`config.mk`:
```
export PLATFORM = sky130hd
export DESIGN_NAME = rxeq_regs
export DESIGN_NICKNAME = d
export VERILOG_FILES = /design/src/rtl/rxeq_pkg.sv /design/src/rtl/rxeq_interval.sv /design/src/rtl/rxeq_regs.sv
export VERILOG_INCLUDE_DIRS = /design/src /design/src/rtl
export SDC_FILE = /design/constraint.sdc
export NUM_CORES = 1
export LEC_CHECK = 0
export ABC_AREA = 1
export BUFFER_PORTS_ARGS = -buffer_cell sky130_fd_sc_hd__buf_2
export CORE_MARGIN = 4
export CORE_UTILIZATION = 65
export CTS_BUF_LIST = sky130_fd_sc_hd__clkbuf_8
export CTS_CLUSTER_DIAMETER = 80
export DETAILED_ROUTE_END_ITERATION = 10
export PLACE_DENSITY = 0.88
export SKIP_CTS_REPAIR_TIMING = 1
export SLEW_MARGIN = 20
export SYNTH_ARGS = -nofsm -noshare
export SYNTH_HDL_FRONTEND = slang
export SYNTH_SLANG_ARGS = --single-unit
```
`constraint.sdc`:
```
create_clock -name clk -period 2.55 [get_ports clk]
set_input_delay 0.6375 -clock clk [delete_from_list [all_inputs] [get_ports clk]]
set_output_delay 0.6375 -clock clk [all_outputs]
set_load 0.05 [all_outputs]
```
`src/rtl/rxeq_consts.svh`:
```
/*
 * Constants for the receive line equalizer control register bank:
 * register offsets, field positions, reset values and timing counts.
 * Assumes inclusion by bare name from the modules; the package does not include it.
 */
// Functional notes
// - Short-line freeze stops equalizer updates when signal is near -15 dB or stronger.
// - Gain window field picks AGC update period: 32, 128, 512, 2048 bits.
// - Coefficient freeze holds coefficients; gain control keeps working.
// - Out-of-range block stops attenuator switching while converter is out of range.
// - Attenuator enable 0 forces attenuator off; 1 allows automatic use.
// - Eye-open timeout is 4096 bit times, or 8192 when the bit is set.
// - Six-bit gain ceiling caps amplifier gain; default 0x3F or 0x2F by variant.
// - Attenuator inactive below about -8 dB or when its enable is 0.
// - Pre-equalizer inactive above about -24 dB or when forced off (10XXXXXX).
// - Six-bit pointer indexes 48-byte coefficient table via the data register.
// - Slicer register: gain max 7:6, gain min 5:4, slicer threshold 3:0.
// - Acquisition error code picks 13/19/26/32 percent; restart when exceeded.
// - Operation error code, default 19 percent; restart when exceeded.
// - Four-bit target level sets pulse height target; default 68 percent.
// - Write gain status register first; write refreshes latch the read returns.
// - Gain status reports six-bit code, 0x3F is maximum gain.
// - Seven-bit recovery filter gain sets loop jitter tolerance.
// - Pre_equalizer_control control: force 0 auto, force+on forced on, force only forced off.
`ifndef RXEQ_CONSTS_SVH
`define RXEQ_CONSTS_SVH

// Register offsets
`define RXEQ_A_CFG 8'h22
`define RXEQ_A_LPF 8'h23
`define RXEQ_A_CEIL 8'h24
`define RXEQ_A_CDAT 8'h25
`define RXEQ_A_CPTR 8'h26
`define RXEQ_A_SLICE 8'h27
`define RXEQ_A_TGT 8'h28
`define RXEQ_A_GAIN 8'h29
`define RXEQ_A_PREEQ 8'h2a

// Field positions in the line configuration register
`define RXEQ_B_SHORT 7
`define RXEQ_B_HICLK 6
`define RXEQ_B_AGC_HI 5
`define RXEQ_B_AGC_LO 4
`define RXEQ_B_CFRZ 3
`define RXEQ_B_OOR 2
`define RXEQ_B_ATT 1
`define RXEQ_B_EYE 0
// Pre-equalizer control fields
`define RXEQ_B_FORCE 7
`define RXEQ_B_ON 6

// Reset values
`define RXEQ_R_CFG 8'h31
`define RXEQ_R_LPF 8'h40
`define RXEQ_R_CEIL_FULL 8'h3f
`define RXEQ_R_CEIL_SHORT 8'h2f
`define RXEQ_R_CDAT 8'h00
`define RXEQ_R_CPTR 8'h00
`define RXEQ_R_SLICE 8'h00
`define RXEQ_R_TGT 8'hda
`define RXEQ_R_PREEQ 8'h00

// Writable bit masks, reserved bits are zero
`define RXEQ_M_LPF 8'h7f
`define RXEQ_M_SIX 8'h3f

// Table size
`define RXEQ_TBL_DEPTH 48
`define RXEQ_PTR_LIMIT 6'd48

// Gain window lengths in bit times
`define RXEQ_AGC_W0 14'd32
`define RXEQ_AGC_W1 14'd128
`define RXEQ_AGC_W2 14'd512
`define RXEQ_AGC_W3 14'd2048
// Eye-open timeouts in bit times
`define RXEQ_EYE_SHORT 14'd4096
`define RXEQ_EYE_LONG 14'd8192

// Error tolerances as fractions of 256 full scale
`define RXEQ_ERR_13 8'd33
`define RXEQ_ERR_19 8'd49
`define RXEQ_ERR_26 8'd67
`define RXEQ_ERR_32 8'd82

`endif

```
`src/rtl/rxeq_pkg.sv`:
```
/*
 * Types for the receive line equalizer control register bank.
 * Assumes rxeq_consts.svh is on the include path.
 */
package rxeq_pkg;

    // Analog front end status, synchronous to clk
    typedef struct packed {
        logic bit_tick;        // One pulse per line bit time
        logic level_ge_m15;    // Signal at about -15 dB or stronger
        logic level_ge_m8;     // Signal at about -8 dB or stronger
        logic level_le_m24;    // Signal at about -24 dB or weaker
        logic adc_out_of_range;
        logic att_request;     // Automatic attenuator wants engagement
        logic eye_open;
        logic eq_operating;    // 1 operation state, 0 acquisition
        logic [7:0] avg_error; // Average error, 256 is full scale
        logic [5:0] vga_gain;  // Live amplifier gain code
    } rxeq_line_stat_t;

    // Controls toward the analog front end
    typedef struct packed {
        logic coef_update_en;
        logic high_clock_slicer;
        logic rx_line_attenuator;
        logic pre_equalizer_control_active;
        logic [5:0] pre_equalizer_control_threshold;
        logic [5:0] gain_ceiling;
        logic [6:0] recovery_filter_gain;
        logic [7:0] slicer_limits;
        logic [3:0] target_level;
        logic agc_update;      // Pulse at end of each gain window
        logic eq_restart;      // Pulse restarting the equalizer
    } rxeq_ctrl_t;

endpackage : rxeq_pkg

```
`src/rtl/rxeq_interval.sv`:
```
/*
 * Bit-time interval counter: pulses done after limit bit ticks.
 * Assumes tick is a one-cycle pulse synchronous to clk.
 */
`timescale 1ns/1ns
`include "rxeq_consts.svh"

module rxeq_interval import rxeq_pkg::*; (
    input wire logic clk,
    input wire logic nrst,
    input wire logic restart,
    input wire logic tick,
    input wire logic [13:0] limit,
    output logic done
);

    logic [13:0] cnt_r;
    logic [13:0] cnt_nxt;
    logic done_r;
    logic done_nxt;

    // Count ticks, wrap and pulse at the limit
    always_comb begin
        cnt_nxt = cnt_r;
        done_nxt = 1'b0;
        if (restart) begin
            cnt_nxt = 14'h0000;
        end else if (tick) begin
            if (cnt_r >= limit - 14'h0001) begin
                cnt_nxt = 14'h0000;
                done_nxt = 1'b1;
            end else begin
                cnt_nxt = cnt_r + 14'h0001;
            end
        end
    end

    always_ff @(posedge clk or negedge nrst) begin
        if (!nrst) begin
            cnt_r <= 14'h0000;
            done_r <= 1'b0;
        end else begin
            cnt_r <= cnt_nxt;
            done_r <= done_nxt;
        end
    end

    assign done = done_r;

endmodule : rxeq_interval

```
`src/rtl/rxeq_regs.sv`:
```
/*
 * Receive line equalizer control and status register bank with the
 * control logic it steers toward the analog front end.
 * Assumes a synchronous 8-bit host port (one-cycle rd/wr strobes) and
 * line status inputs synchronous to clk.
 */
`timescale 1ns/1ns
`include "rxeq_consts.svh"

module rxeq_regs import rxeq_pkg::*; #(
    parameter bit FULL_FEATURED = 1'b1
) (
    input wire logic clk,
    input wire logic nrst,
    input wire logic line_interface_reset,
    input wire logic [7:0] host_addr,
    input wire logic host_wr,
    input wire logic host_rd,
    input wire logic [7:0] host_wdata,
    output logic [7:0] host_rdata,
    input wire rxeq_line_stat_t line_stat,
    output rxeq_ctrl_t ctrl
);

    // ***********************************************************
    // Declarations
    // ***********************************************************
    localparam logic [7:0] CEIL_RST = FULL_FEATURED ?
        `RXEQ_R_CEIL_FULL : `RXEQ_R_CEIL_SHORT;

    logic [7:0] cfg_r, cfg_nxt;
    logic [7:0] lpf_r, lpf_nxt;
    logic [7:0] ceil_r, ceil_nxt;
    logic [7:0] cptr_r, cptr_nxt;
    logic [7:0] slice_r, slice_nxt;
    logic [7:0] tgt_r, tgt_nxt;
    logic [7:0] preeq_r, preeq_nxt;
    logic [7:0] gain_r, gain_nxt;
    logic [7:0] rdata_r, rdata_nxt;
    logic [7:0] tbl_r [`RXEQ_TBL_DEPTH];
    logic [7:0] tbl_rd;
    logic ptr_ok;
    logic wr_cdat;
    rxeq_ctrl_t ctrl_r, ctrl_nxt;
    logic [13:0] agc_limit;
    logic [13:0] eye_limit;
    logic agc_done;
    logic eye_done;
    logic [7:0] err_thr;
    logic err_over;

    // ***********************************************************
    // Configuration registers
    // ***********************************************************

    // Host writes, reserved bits masked to zero
    always_comb begin
        cfg_nxt = cfg_r;
        lpf_nxt = lpf_r;
        ceil_nxt = ceil_r;
        cptr_nxt = cptr_r;
        slice_nxt = slice_r;
        tgt_nxt = tgt_r;
        preeq_nxt = preeq_r;
        if (line_interface_reset) begin
            cfg_nxt = `RXEQ_R_CFG;
            lpf_nxt = `RXEQ_R_LPF;
            ceil_nxt = CEIL_RST;
            cptr_nxt = `RXEQ_R_CPTR;
            slice_nxt = `RXEQ_R_SLICE;
            tgt_nxt = `RXEQ_R_TGT;
            preeq_nxt = `RXEQ_R_PREEQ;
        end else if (host_wr) begin
            case (host_addr)
                `RXEQ_A_CFG: cfg_nxt = host_wdata;
                `RXEQ_A_LPF: lpf_nxt = host_wdata & `RXEQ_M_LPF;
                `RXEQ_A_CEIL: ceil_nxt = host_wdata & `RXEQ_M_SIX;
                `RXEQ_A_CPTR: cptr_nxt = host_wdata & `RXEQ_M_SIX;
                `RXEQ_A_SLICE: slice_nxt = host_wdata;
                `RXEQ_A_TGT: tgt_nxt = host_wdata;
                `RXEQ_A_PREEQ: preeq_nxt = host_wdata;
                default: cfg_nxt = cfg_r;
            endcase
        end
    end

    always_ff @(posedge clk or negedge nrst) begin
        if (!nrst) begin
            cfg_r <= `RXEQ_R_CFG;
            lpf_r <= `RXEQ_R_LPF;
            ceil_r <= CEIL_RST;
            cptr_r <= `RXEQ_R_CPTR;
            slice_r <= `RXEQ_R_SLICE;
            tgt_r <= `RXEQ_R_TGT;
            preeq_r <= `RXEQ_R_PREEQ;
        end else begin
            cfg_r <= cfg_nxt;
            lpf_r <= lpf_nxt;
            ceil_r <= ceil_nxt;
            cptr_r <= cptr_nxt;
            slice_r <= slice_nxt;
            tgt_r <= tgt_nxt;
            preeq_r <= preeq_nxt;
        end
    end

    // ***********************************************************
    // Coefficient table
    // ***********************************************************

    // Pointer beyond the table reads zero and ignores writes
    assign ptr_ok = cptr_r[5:0] < `RXEQ_PTR_LIMIT;
    assign wr_cdat = host_wr && (host_addr == `RXEQ_A_CDAT) && ptr_ok;
    assign tbl_rd = ptr_ok ? tbl_r[cptr_r[5:0]] : 8'h00;

    // One register per table entry
    genvar gi;
    generate
        for (gi = 0; gi < `RXEQ_TBL_DEPTH; gi++) begin : g_tbl
            logic [7:0] ent_nxt;
            always_comb begin
                ent_nxt = tbl_r[gi];
                if (line_interface_reset) begin
                    ent_nxt = `RXEQ_R_CDAT;
                end else if (wr_cdat && (cptr_r[5:0] == 6'(gi))) begin
                    ent_nxt = host_wdata;
                end
            end
            always_ff @(posedge clk or negedge nrst) begin
                if (!nrst) begin
                    tbl_r[gi] <= `RXEQ_R_CDAT;
                end else begin
                    tbl_r[gi] <= ent_nxt;
                end
            end
        end
    endgenerate

    // ***********************************************************
    // Gain status latch
    // ***********************************************************

    // A write to the gain register refreshes the snapshot the next read returns
    always_comb begin
        gain_nxt = gain_r;
        if (line_interface_reset) begin
            gain_nxt = 8'h00;
        end else if (host_wr && (host_addr == `RXEQ_A_GAIN)) begin
            gain_nxt = {2'b00, line_stat.vga_gain};
        end
    end

    always_ff @(posedge clk or negedge nrst) begin
        if (!nrst) begin
            gain_r <= 8'h00;
        end else begin
            gain_r <= gain_nxt;
        end
    end

    // ***********************************************************
    // Read port
    // ***********************************************************

    // Registered read data, unmapped offsets read zero
    always_comb begin
        rdata_nxt = rdata_r;
        if (host_rd) begin
            case (host_addr)
                `RXEQ_A_CFG: rdata_nxt = cfg_r;
                `RXEQ_A_LPF: rdata_nxt = lpf_r;
                `RXEQ_A_CEIL: rdata_nxt = ceil_r;
                `RXEQ_A_CDAT: rdata_nxt = tbl_rd;
                `RXEQ_A_CPTR: rdata_nxt = cptr_r;
                `RXEQ_A_SLICE: rdata_nxt = slice_r;
                `RXEQ_A_TGT: rdata_nxt = tgt_r;
                `RXEQ_A_GAIN: rdata_nxt = gain_r;
                `RXEQ_A_PREEQ: rdata_nxt = preeq_r;
                default: rdata_nxt = 8'h00;
            endcase
        end
    end

    always_ff @(posedge clk or negedge nrst) begin
        if (!nrst) begin
            rdata_r <= 8'h00;
        end else begin
            rdata_r <= rdata_nxt;
        end
    end

    // ***********************************************************
    // Window and timeout counters
    // ***********************************************************

    // Gain window length from the two-bit field
    always_comb begin
        case (cfg_r[`RXEQ_B_AGC_HI:`RXEQ_B_AGC_LO])
            2'b00: agc_limit = `RXEQ_AGC_W0;
            2'b01: agc_limit = `RXEQ_AGC_W1;
            2'b10: agc_limit = `RXEQ_AGC_W2;
            default: agc_limit = `RXEQ_AGC_W3;
        endcase
    end

    // Eye-open timeout length
    assign eye_limit = cfg_r[`RXEQ_B_EYE] ?
        `RXEQ_EYE_LONG : `RXEQ_EYE_SHORT;

    // Gain windows run regardless of coefficient freeze
    rxeq_interval u_agc (
        .clk(clk),
        .nrst(nrst),
        .restart(line_interface_reset),
        .tick(line_stat.bit_tick),
        .limit(agc_limit),
        .done(agc_done)
    );

    // Timeout counts bit times while the eye stays closed
    rxeq_interval u_eye (
        .clk(clk),
        .nrst(nrst),
        .restart(line_interface_reset | line_stat.eye_open),
        .tick(line_stat.bit_tick),
        .limit(eye_limit),
        .done(eye_done)
    );

    // ***********************************************************
    // Error threshold compare
    // ***********************************************************

    // Tolerance by state: acquisition 7:6, operation 5:4
    always_comb begin
        logic [1:0] code;
        code = line_stat.eq_operating ? tgt_r[5:4] : tgt_r[7:6];
        case (code)
            2'b00: err_thr = `RXEQ_ERR_13;
            2'b01: err_thr = `RXEQ_ERR_19;
            2'b10: err_thr = `RXEQ_ERR_26;
            default: err_thr = `RXEQ_ERR_32;
        endcase
    end

    assign err_over = line_stat.eye_open &&
        (line_stat.avg_error > err_thr);

    // ***********************************************************
    // Front end controls
    // ***********************************************************

    // Next control values, all outputs registered
    always_comb begin
        ctrl_nxt = ctrl_r;
        // Coefficient updates under both freezes
        ctrl_nxt.coef_update_en = !cfg_r[`RXEQ_B_CFRZ] &&
            !(cfg_r[`RXEQ_B_SHORT] && line_stat.level_ge_m15);
        ctrl_nxt.high_clock_slicer = cfg_r[`RXEQ_B_HICLK];
        // Attenuator: forced off, held while out of range, else auto
        if (!cfg_r[`RXEQ_B_ATT]) begin
            ctrl_nxt.rx_line_attenuator = 1'b0;
        end else if (cfg_r[`RXEQ_B_OOR] && line_stat.adc_out_of_range) begin
            ctrl_nxt.rx_line_attenuator = ctrl_r.rx_line_attenuator;
        end else begin
            ctrl_nxt.rx_line_attenuator = line_stat.att_request &&
                line_stat.level_ge_m8;
        end
        // Pre-equalizer: forced state or automatic on weak lines
        if (preeq_r[`RXEQ_B_FORCE]) begin
            ctrl_nxt.pre_equalizer_control_active = preeq_r[`RXEQ_B_ON];
        end else begin
            ctrl_nxt.pre_equalizer_control_active = line_stat.level_le_m24;
        end
        ctrl_nxt.pre_equalizer_control_threshold = preeq_r[5:0];
        ctrl_nxt.gain_ceiling = ceil_r[5:0];
        ctrl_nxt.recovery_filter_gain = lpf_r[6:0];
        ctrl_nxt.slicer_limits = slice_r;
        ctrl_nxt.target_level = tgt_r[3:0];
        ctrl_nxt.agc_update = agc_done;
        ctrl_nxt.eq_restart = eye_done || err_over;
    end

    always_ff @(posedge clk or negedge nrst) begin
        if (!nrst) begin
            ctrl_r <= '0;
        end else begin
            ctrl_r <= ctrl_nxt;
        end
    end

    assign host_rdata = rdata_r;
    assign ctrl = ctrl_r;

endmodule : rxeq_regs

```
### Yosys cells after proc, flatten, opt, wreduce, memory -nomap -nowiden

Index checks and enable logic that the tools add are counted.

| operators by class | value |
|---|---|
| add/sub/neg operators | 4 |
| $lt $le $gt $ge | 5 |
| eq/ne operators | 61 |
| multiplexer cells | 143 |
| bitwise operators | 2 |
| reduce and logical (&&, ||, !) cells | 128 |

Operators by type and width:

| kind | count |
|---|---|
| two-way mux 8 bit | 122 |
| nonzero test 2 bit | 59 |
| two-way mux 14 bit | 7 |
| == test 6 x 5 -> 1 bit, second input constant | 16 |
| == test 6 bit, second input constant | 16 |
| == test 8 x 6 -> 1 bit, second input constant | 9 |
| one-hot mux 8 bit (9 select lines) | 1 |
| logical AND 1 bit | 56 |
| binary-select mux 8 bit (select 6 bit) | 1 |
| == test 6 x 4 -> 1 bit, second input constant | 8 |
| one-hot mux 12 bit (3 select lines) | 1 |
| adder 14 x 1 -> 14 bit, second input constant | 2 |
| >= comparator 14 bit | 2 |
| == test 6 x 3 -> 1 bit, second input constant | 4 |
| one-hot mux 7 bit (3 select lines) | 1 |
| AND reduction 2 bit | 7 |
| subtractor 14 x 1 -> 14 bit, second input constant | 1 |
| subtractor 12 x 1 -> 13 bit, second input constant | 1 |
| == test 6 x 2 -> 1 bit, second input constant | 2 |
| two-way mux 1 bit | 9 |
| greater-than comparator 8 bit | 1 |
| >= comparator 7 bit, second input constant | 1 |
| inverter 6 -> 7 bit | 1 |
| == test 6 x 1 -> 1 bit, second input constant | 1 |
| other kinds (10) | 14 |

| word-level totals | value |
|---|---|
| register bits after elaboration | 523 |
| logic and storage cells | 415 |

### Depth between registers and ports, before layout

| logic depth | value |
|---|---|
| word-level depth | 7 |
| gate-level depth with buffers | 16 |
| depth with buffers taken out | 13 |

### Cells and area by module

A second synthesis with hierarchy kept.

| second synthesis, totals | value |
|---|---|
| cell total of the unflattened synthesis | 3,482 |
| area total of the unflattened synthesis | 26,350.3 um^2 |

Modules (own cells, without submodules):

| module | times used | cells an instance | area each (um^2) | sequential area each (um^2) |
|---|---|---|---|---|
| rxeq_regs | 1 | 2,979 | 23,172.2 | 12,180.4 |
| rxeq_interval at u_agc | 1 | 250 | 1,610.3 | 375.4 |
| rxeq_interval at u_eye | 1 | 253 | 1,567.8 | 375.4 |

### Worst setup path after synthesis

Ideal clock, no wire load.

| timing path | value |
|---|---|
| path kind | input -> register |
| from | input host_addr[7] |
| to | register tbl_r[374] (netlist bit) |
| library setup time | 131 ps |
| arrival | 2,036 ps |
| data required time | 2,419 ps |
| slack | 383 ps |
| stages | 12 |
| cell sequence | nor2_1 nand2_2 nor3_4 o21ai_2 nor2_8 buf_12 nand3_2 o21ai_1 inv_2 buf_6 nand2_1 o21ai_2 |

| on the way | value |
|---|---|
| cells in the longest elaborated chain, start to end | 5 |

RTL lines:

| item | line | RTL |
|---|---|---|
| from (decl) | rxeq_regs.sv:16 | `input wire logic [7:0] host_addr,` |
| == test 8 x 6 -> 1 bit | -- |  |
| logical AND 1 bit (2 in a row) | rxeq_regs.sv:113 | `` assign wr_cdat = host_wr && (host_addr == `RXEQ_A_CDAT) && ptr_ok; `` |
| logical AND 1 bit | rxeq_regs.sv:125 | `end else if (wr_cdat && (cptr_r[5:0] == 6'(gi))) begin` |
| nonzero test 2 bit (no source line) | -- |  |
| to (signal, indexed assignment) | rxeq_regs.sv:131 | `` tbl_r[gi] <= `RXEQ_R_CDAT; `` |
| to (signal, indexed assignment) | rxeq_regs.sv:133 | `tbl_r[gi] <= ent_nxt;` |
| to (decl) | rxeq_regs.sv:40 | `` logic [7:0] tbl_r [`RXEQ_TBL_DEPTH]; `` |

Every way passes these cells.
A chain may end at the register's enable or synchronous reset.

### Worst setup path after layout

| timing path | value |
|---|---|
| from | register cptr_r[0] |
| to | register tbl_r[82] (netlist bit) |

| on the way | value |
|---|---|
| cells in the longest elaborated chain, start to end | 4 |
| elaborated cells on any way between the ends | 5 |
| those cells by class | order compare: 1; eq/ne: 1; reduce/logical: 3 |

RTL lines:

| item | line | RTL |
|---|---|---|
| from (decl) | rxeq_regs.sv:34 | `logic [7:0] cptr_r, cptr_nxt;` |
| from (signal assigned) | rxeq_regs.sv:92 | `` cptr_r <= `RXEQ_R_CPTR; `` |
| from (signal assigned) | rxeq_regs.sv:100 | `cptr_r <= cptr_nxt;` |
| < comparator 6 bit (no source line) | -- |  |
| logical AND 1 bit | rxeq_regs.sv:113 |  |
| logical AND 1 bit * | rxeq_regs.sv:125 |  |
| nonzero test 2 bit (no source line) * | -- |  |

Every way passes the cells marked *; elsewhere a longest branch is shown, timed or not.

==> insert_results.sql <==
INSERT INTO impl_metrics (metric_group, metric, value, unit) VALUES
('route', 'detail_route.first_pass.iterations', '6', ''),
('clock_network', 'insertion_delay', '0.66', 'ns'),
('floorplanning', 'floorplan.rows', '71', ''),
('final_layout', 'areaGrowthSynthToFinish', '11.2', '%'),
('global_route', 'grt_max_degree', '77', ''),
('sta', 'hold_viol', '0', ''),
('sta', 'finalSetupViolations', '0', ''),
('worst_hold_path', 'worstHoldEndpoint', 'ctrl[36]', ''),
('final_layout', 'layout.nets', '3320', ''),
('floorplanning', 'fp.dieW', '203', 'um'),
('place', 'placedCellCount', '3688', ''),
('place', 'worst_slack_placed', '0.00579', 'ns'),
('worst_hold_path', 'hold_depth', '2', ''),
('place', 'dpl.hpwl', '45300', 'um'),
('floorplanning', 'initial_core_util', '65.8', '%'),
('sta', 'finalWorstPathRequiredPeriod', '2.39', 'ns'),
('worst_setup_path', 'slowest_stage', 'sky130_fd_sc_hd__dfrtp_4', ''),
('clock_network', 'clk_transition_reported_paths', '0.06', 'ns'),
('place', 'postPlaceCellArea', '25900', 'sq um'),
('worst_setup_path', 'endpoint_of_the_worst_slack_reg_to_reg_timing_path', 'tbl_r[82]', ''),
('floorplanning', 'fp.dieH', '203', 'um'),
('global_route', 'number_of_global_route_vias_before_repair', '21700', ''),
('clock_network', 'cts_tree', 'done', ''),
('floorplanning', 'floorplan_core_area', '37700', 'sq um'),
('worst_setup_path', 'timing.reg2reg.worst_path_depth', '8', ''),
('route', 'drt-vias-per-instance', '5.78', ''),
('global_route', 'gr-total-overflow', '0', ''),
('clock_network', 'clockRootBuffer', 'sky130_fd_sc_hd__clkbuf_8', ''),
('worst_setup_path', 'critical_path.most_common_cell', 'sky130_fd_sc_hd__o21ai_0', ''),
('worst_setup_path', 'cp_max_fo', '17', ''),
('clock_network', 'clock_tree.htree_level_count', '3', ''),
('floorplanning', 'top_level_ports', '88', ''),
('place', 'io_buffers', '87', ''),
('pwr', 'pwr_density_cell', '692', 'nW/um^2'),
('worst_setup_path', 'critical_path.n_buffers_inverters', '3', ''),
('synth', 'syn-mean-instance-area', '7.79', 'sq um'),
('synth', 'synthDistinctLibCells', '45', ''),
('sta', 'timing.final.crit_share', '93.6', '%'),
('pwr', 'peakVddDrop', '431', 'uV'),
('final_layout', 'finalNonFillerCells', '3841', ''),
('worst_setup_path', 'critical_path.cell_chain', 'inv_4 -> nor2_2 -> buf_4 -> nand3_1 -> o21ai_0 -> inv_1 -> nand2_1 -> o21ai_0', ''),
('pwr', 'cellLeakagePower', '14.0', 'nW'),
('worst_setup_path', 'sort_of_element_at_the_start_of_the_critical_path', 'flip-flop', ''),
('final_layout', 'drive_gt1_share', '14.1', '%'),
('route', 'routed_wirelength', '69300', 'um'),
('worst_setup_path', 'worstPathArrival', '2.89', 'ns'),
('sta', 'clock_skew', '0.0347', 'ns'),
('route', 'route.detailed.wl_per_inst', '18.0', 'um'),
('worst_hold_path', 'hold_path.class', 'in2reg', ''),
('final_layout', 'fillerInstances', '2750', ''),
('clock_network', 'maximum_clock_path_buffer_count', '3', ''),
('worst_setup_path', 'cp-end-kind', 'flip-flop', ''),
('synth', 'synth_top_flop_cell', 'sky130_fd_sc_hd__dfrtp_1', ''),
('sta', 'unrepaired_setup_endpoints_after_global_routing', 'false', ''),
('synth', 'ys_seq_area_share', '52.1', '%'),
('final_layout', 'layout.cell_area.non_filler', '27600', 'sq um'),
('worst_setup_path', 'setup.worst_path.class', 'reg2reg', ''),
('synth', 'ys_async_sr_fraction', '100', '%'),
('global_route', 'gr-usage-all-layers', '33.7', '%'),
('worst_setup_path', 'path_delay_family', 'simple AND/OR/NAND/NOR gates', ''),
('sta', 'finalWorstSetupSlack', '0.164', 'ns'),
('sta', 'final.setup.tns', '0', 'ns'),
('worst_setup_path', 'worstPathRequired', '3.06', 'ns'),
('global_route', 'wire_length_of_the_first_global_routing_pass', '112000', 'um'),
('final_layout', 'antenna_cells', '0', ''),
('place', 'place.gp.congestion', '0.967', ''),
('status', 'run_status', 'finished, final reports clean', ''),
('floorplanning', 'total_die_area', '41300', 'sq um'),
('route', 'dr.first_iter.drc_count', '2563', ''),
('worst_setup_path', 'r2r_start', 'cptr_r[0]', ''),
('worst_hold_path', 'worstHoldStart', 'line_stat[20]', '');
## per-stage QoR
step	power [W]	hold WS (ns)	util [%]
3_5_place_dp	0.0119	0.337	68.7
4_1_cts	0.0191	-0.0452	73.2
3_3_place_gp	0.0117	0.336	68.7
5_1_grt	0.0199	0.231	73.2
6_report	0.0191	0.231	73.2
2_1_floorplan	0.0109	0.331	-
## cells in the mapped netlist, drive strengths merged (4+ instances only)
| cell | number | area share [%] |
|---|---|---|
| xor2 | 6 | 0.21 |
| nor3 | 12 | 0.29 |
| clkbuf | 84 | 1.3 |
| nor2 | 74 | 1.2 |
| o21ai | 555 | 12 |
| or2 | 4 | 0.10 |
| ha | 13 | 0.66 |
| nand4 | 26 | 0.76 |
| nand3 | 51 | 1.2 |
| nand2 | 1513 | 23 |
| a21oi | 27 | 0.54 |
| dfstp | 15 | 1.6 |
| dfrtp | 501 | 51 |
| buf | 99 | 2.7 |
| inv | 171 | 2.6 |
| o2111ai | 5 | 0.18 |
## final cells by class
type,count,area [sq um],share of cell area (%)
timing repair buffer,176,1380,5.01
multi-input combinational,2312,10300,37.2
tap,511,639,2.32
sequential,516,12900,46.9
clock inverter,46,258,0.934
clock buffer,106,1460,5.29
inverter,174,656,2.38
## per-layer routing
metal | GRT usage [%] | vias to the layer above | share of wire (%)
li1 | - | 10300 | -
met1 | 45.9 | 10400 | 40
met2 | 51.9 | 1240 | 46
met3 | 6.49 | 242 | 9.7
met4 | 17.9 | 0 | 5.2
met5 | 0 | - | 0
## worst max path at each step
stage                             from       endpoint  slack, ns  depth (start not counted)
after floorplan           host_addr[7]     tbl_r[374]       0.38                         12
after global placement    host_addr[7]     tbl_r[152]       0.05                         12
after detailed placement  host_addr[3]     tbl_r[342]      0.006                         12
after CTS                    cptr_r[0]  host_rdata[1]       0.21                         14
after global routing         cptr_r[0]  host_rdata[4]       0.09                         13
final                        cptr_r[0]      tbl_r[82]       0.16                          8
## worst register-to-register path, cell delays in order, from the launching register on
cell	delay, ns
sky130_fd_sc_hd__dfrtp_4	0.59
sky130_fd_sc_hd__inv_4	0.11
sky130_fd_sc_hd__nor2_2	0.39
sky130_fd_sc_hd__buf_4	0.25
sky130_fd_sc_hd__nand3_1	0.22
sky130_fd_sc_hd__o21ai_0	0.23
sky130_fd_sc_hd__inv_1	0.23
sky130_fd_sc_hd__nand2_1	0.13
sky130_fd_sc_hd__o21ai_0	0.09
## sequential cells by signal, indices dropped and copies added, names as in the netlist
| register | cells |
|---|---|
| preeq_r | 8 |
| u_agc.done | 1 |
| gain_r | 6 |
| cptr_r | 6 |
| u_eye.done | 1 |
| tbl_r | 384 |
| ceil_r | 6 |
| lpf_r | 7 |
| u_eye.cnt_r | 14 |
| u_agc.cnt_r | 14 |
| ctrl | 37 |
| slice_r | 8 |
| tgt_r | 8 |
| cfg_r | 8 |
| host_rdata | 8 |
## power by group
part           leakage, nW  switching [W]  internal (W)  total [W]
Clock                0.988        0.00335       0.00394    0.00729
Combinational         6.33        0.00191      0.000732    0.00264
Sequential            6.70       0.000356       0.00880    0.00915
## kinds of logic after synthesis
| kind of cell | Yosys count | share of synthesized area (%) |
|---|---|---|
| AND/OR/NAND/NOR | 1682 | 26.6 |
| AO/OA/AOI/OAI | 608 | 13.7 |
| other | 1 | 0.0151 |
| buffers and inverters | 357 | 6.59 |
| adder cells (fa/ha/maj) | 13 | 0.656 |
| multiplexers | 1 | 0.0404 |
| flip-flops | 516 | 52.1 |
| XOR/XNOR | 7 | 0.247 |
Note: power is estimated with default switching activity, not from simulation.
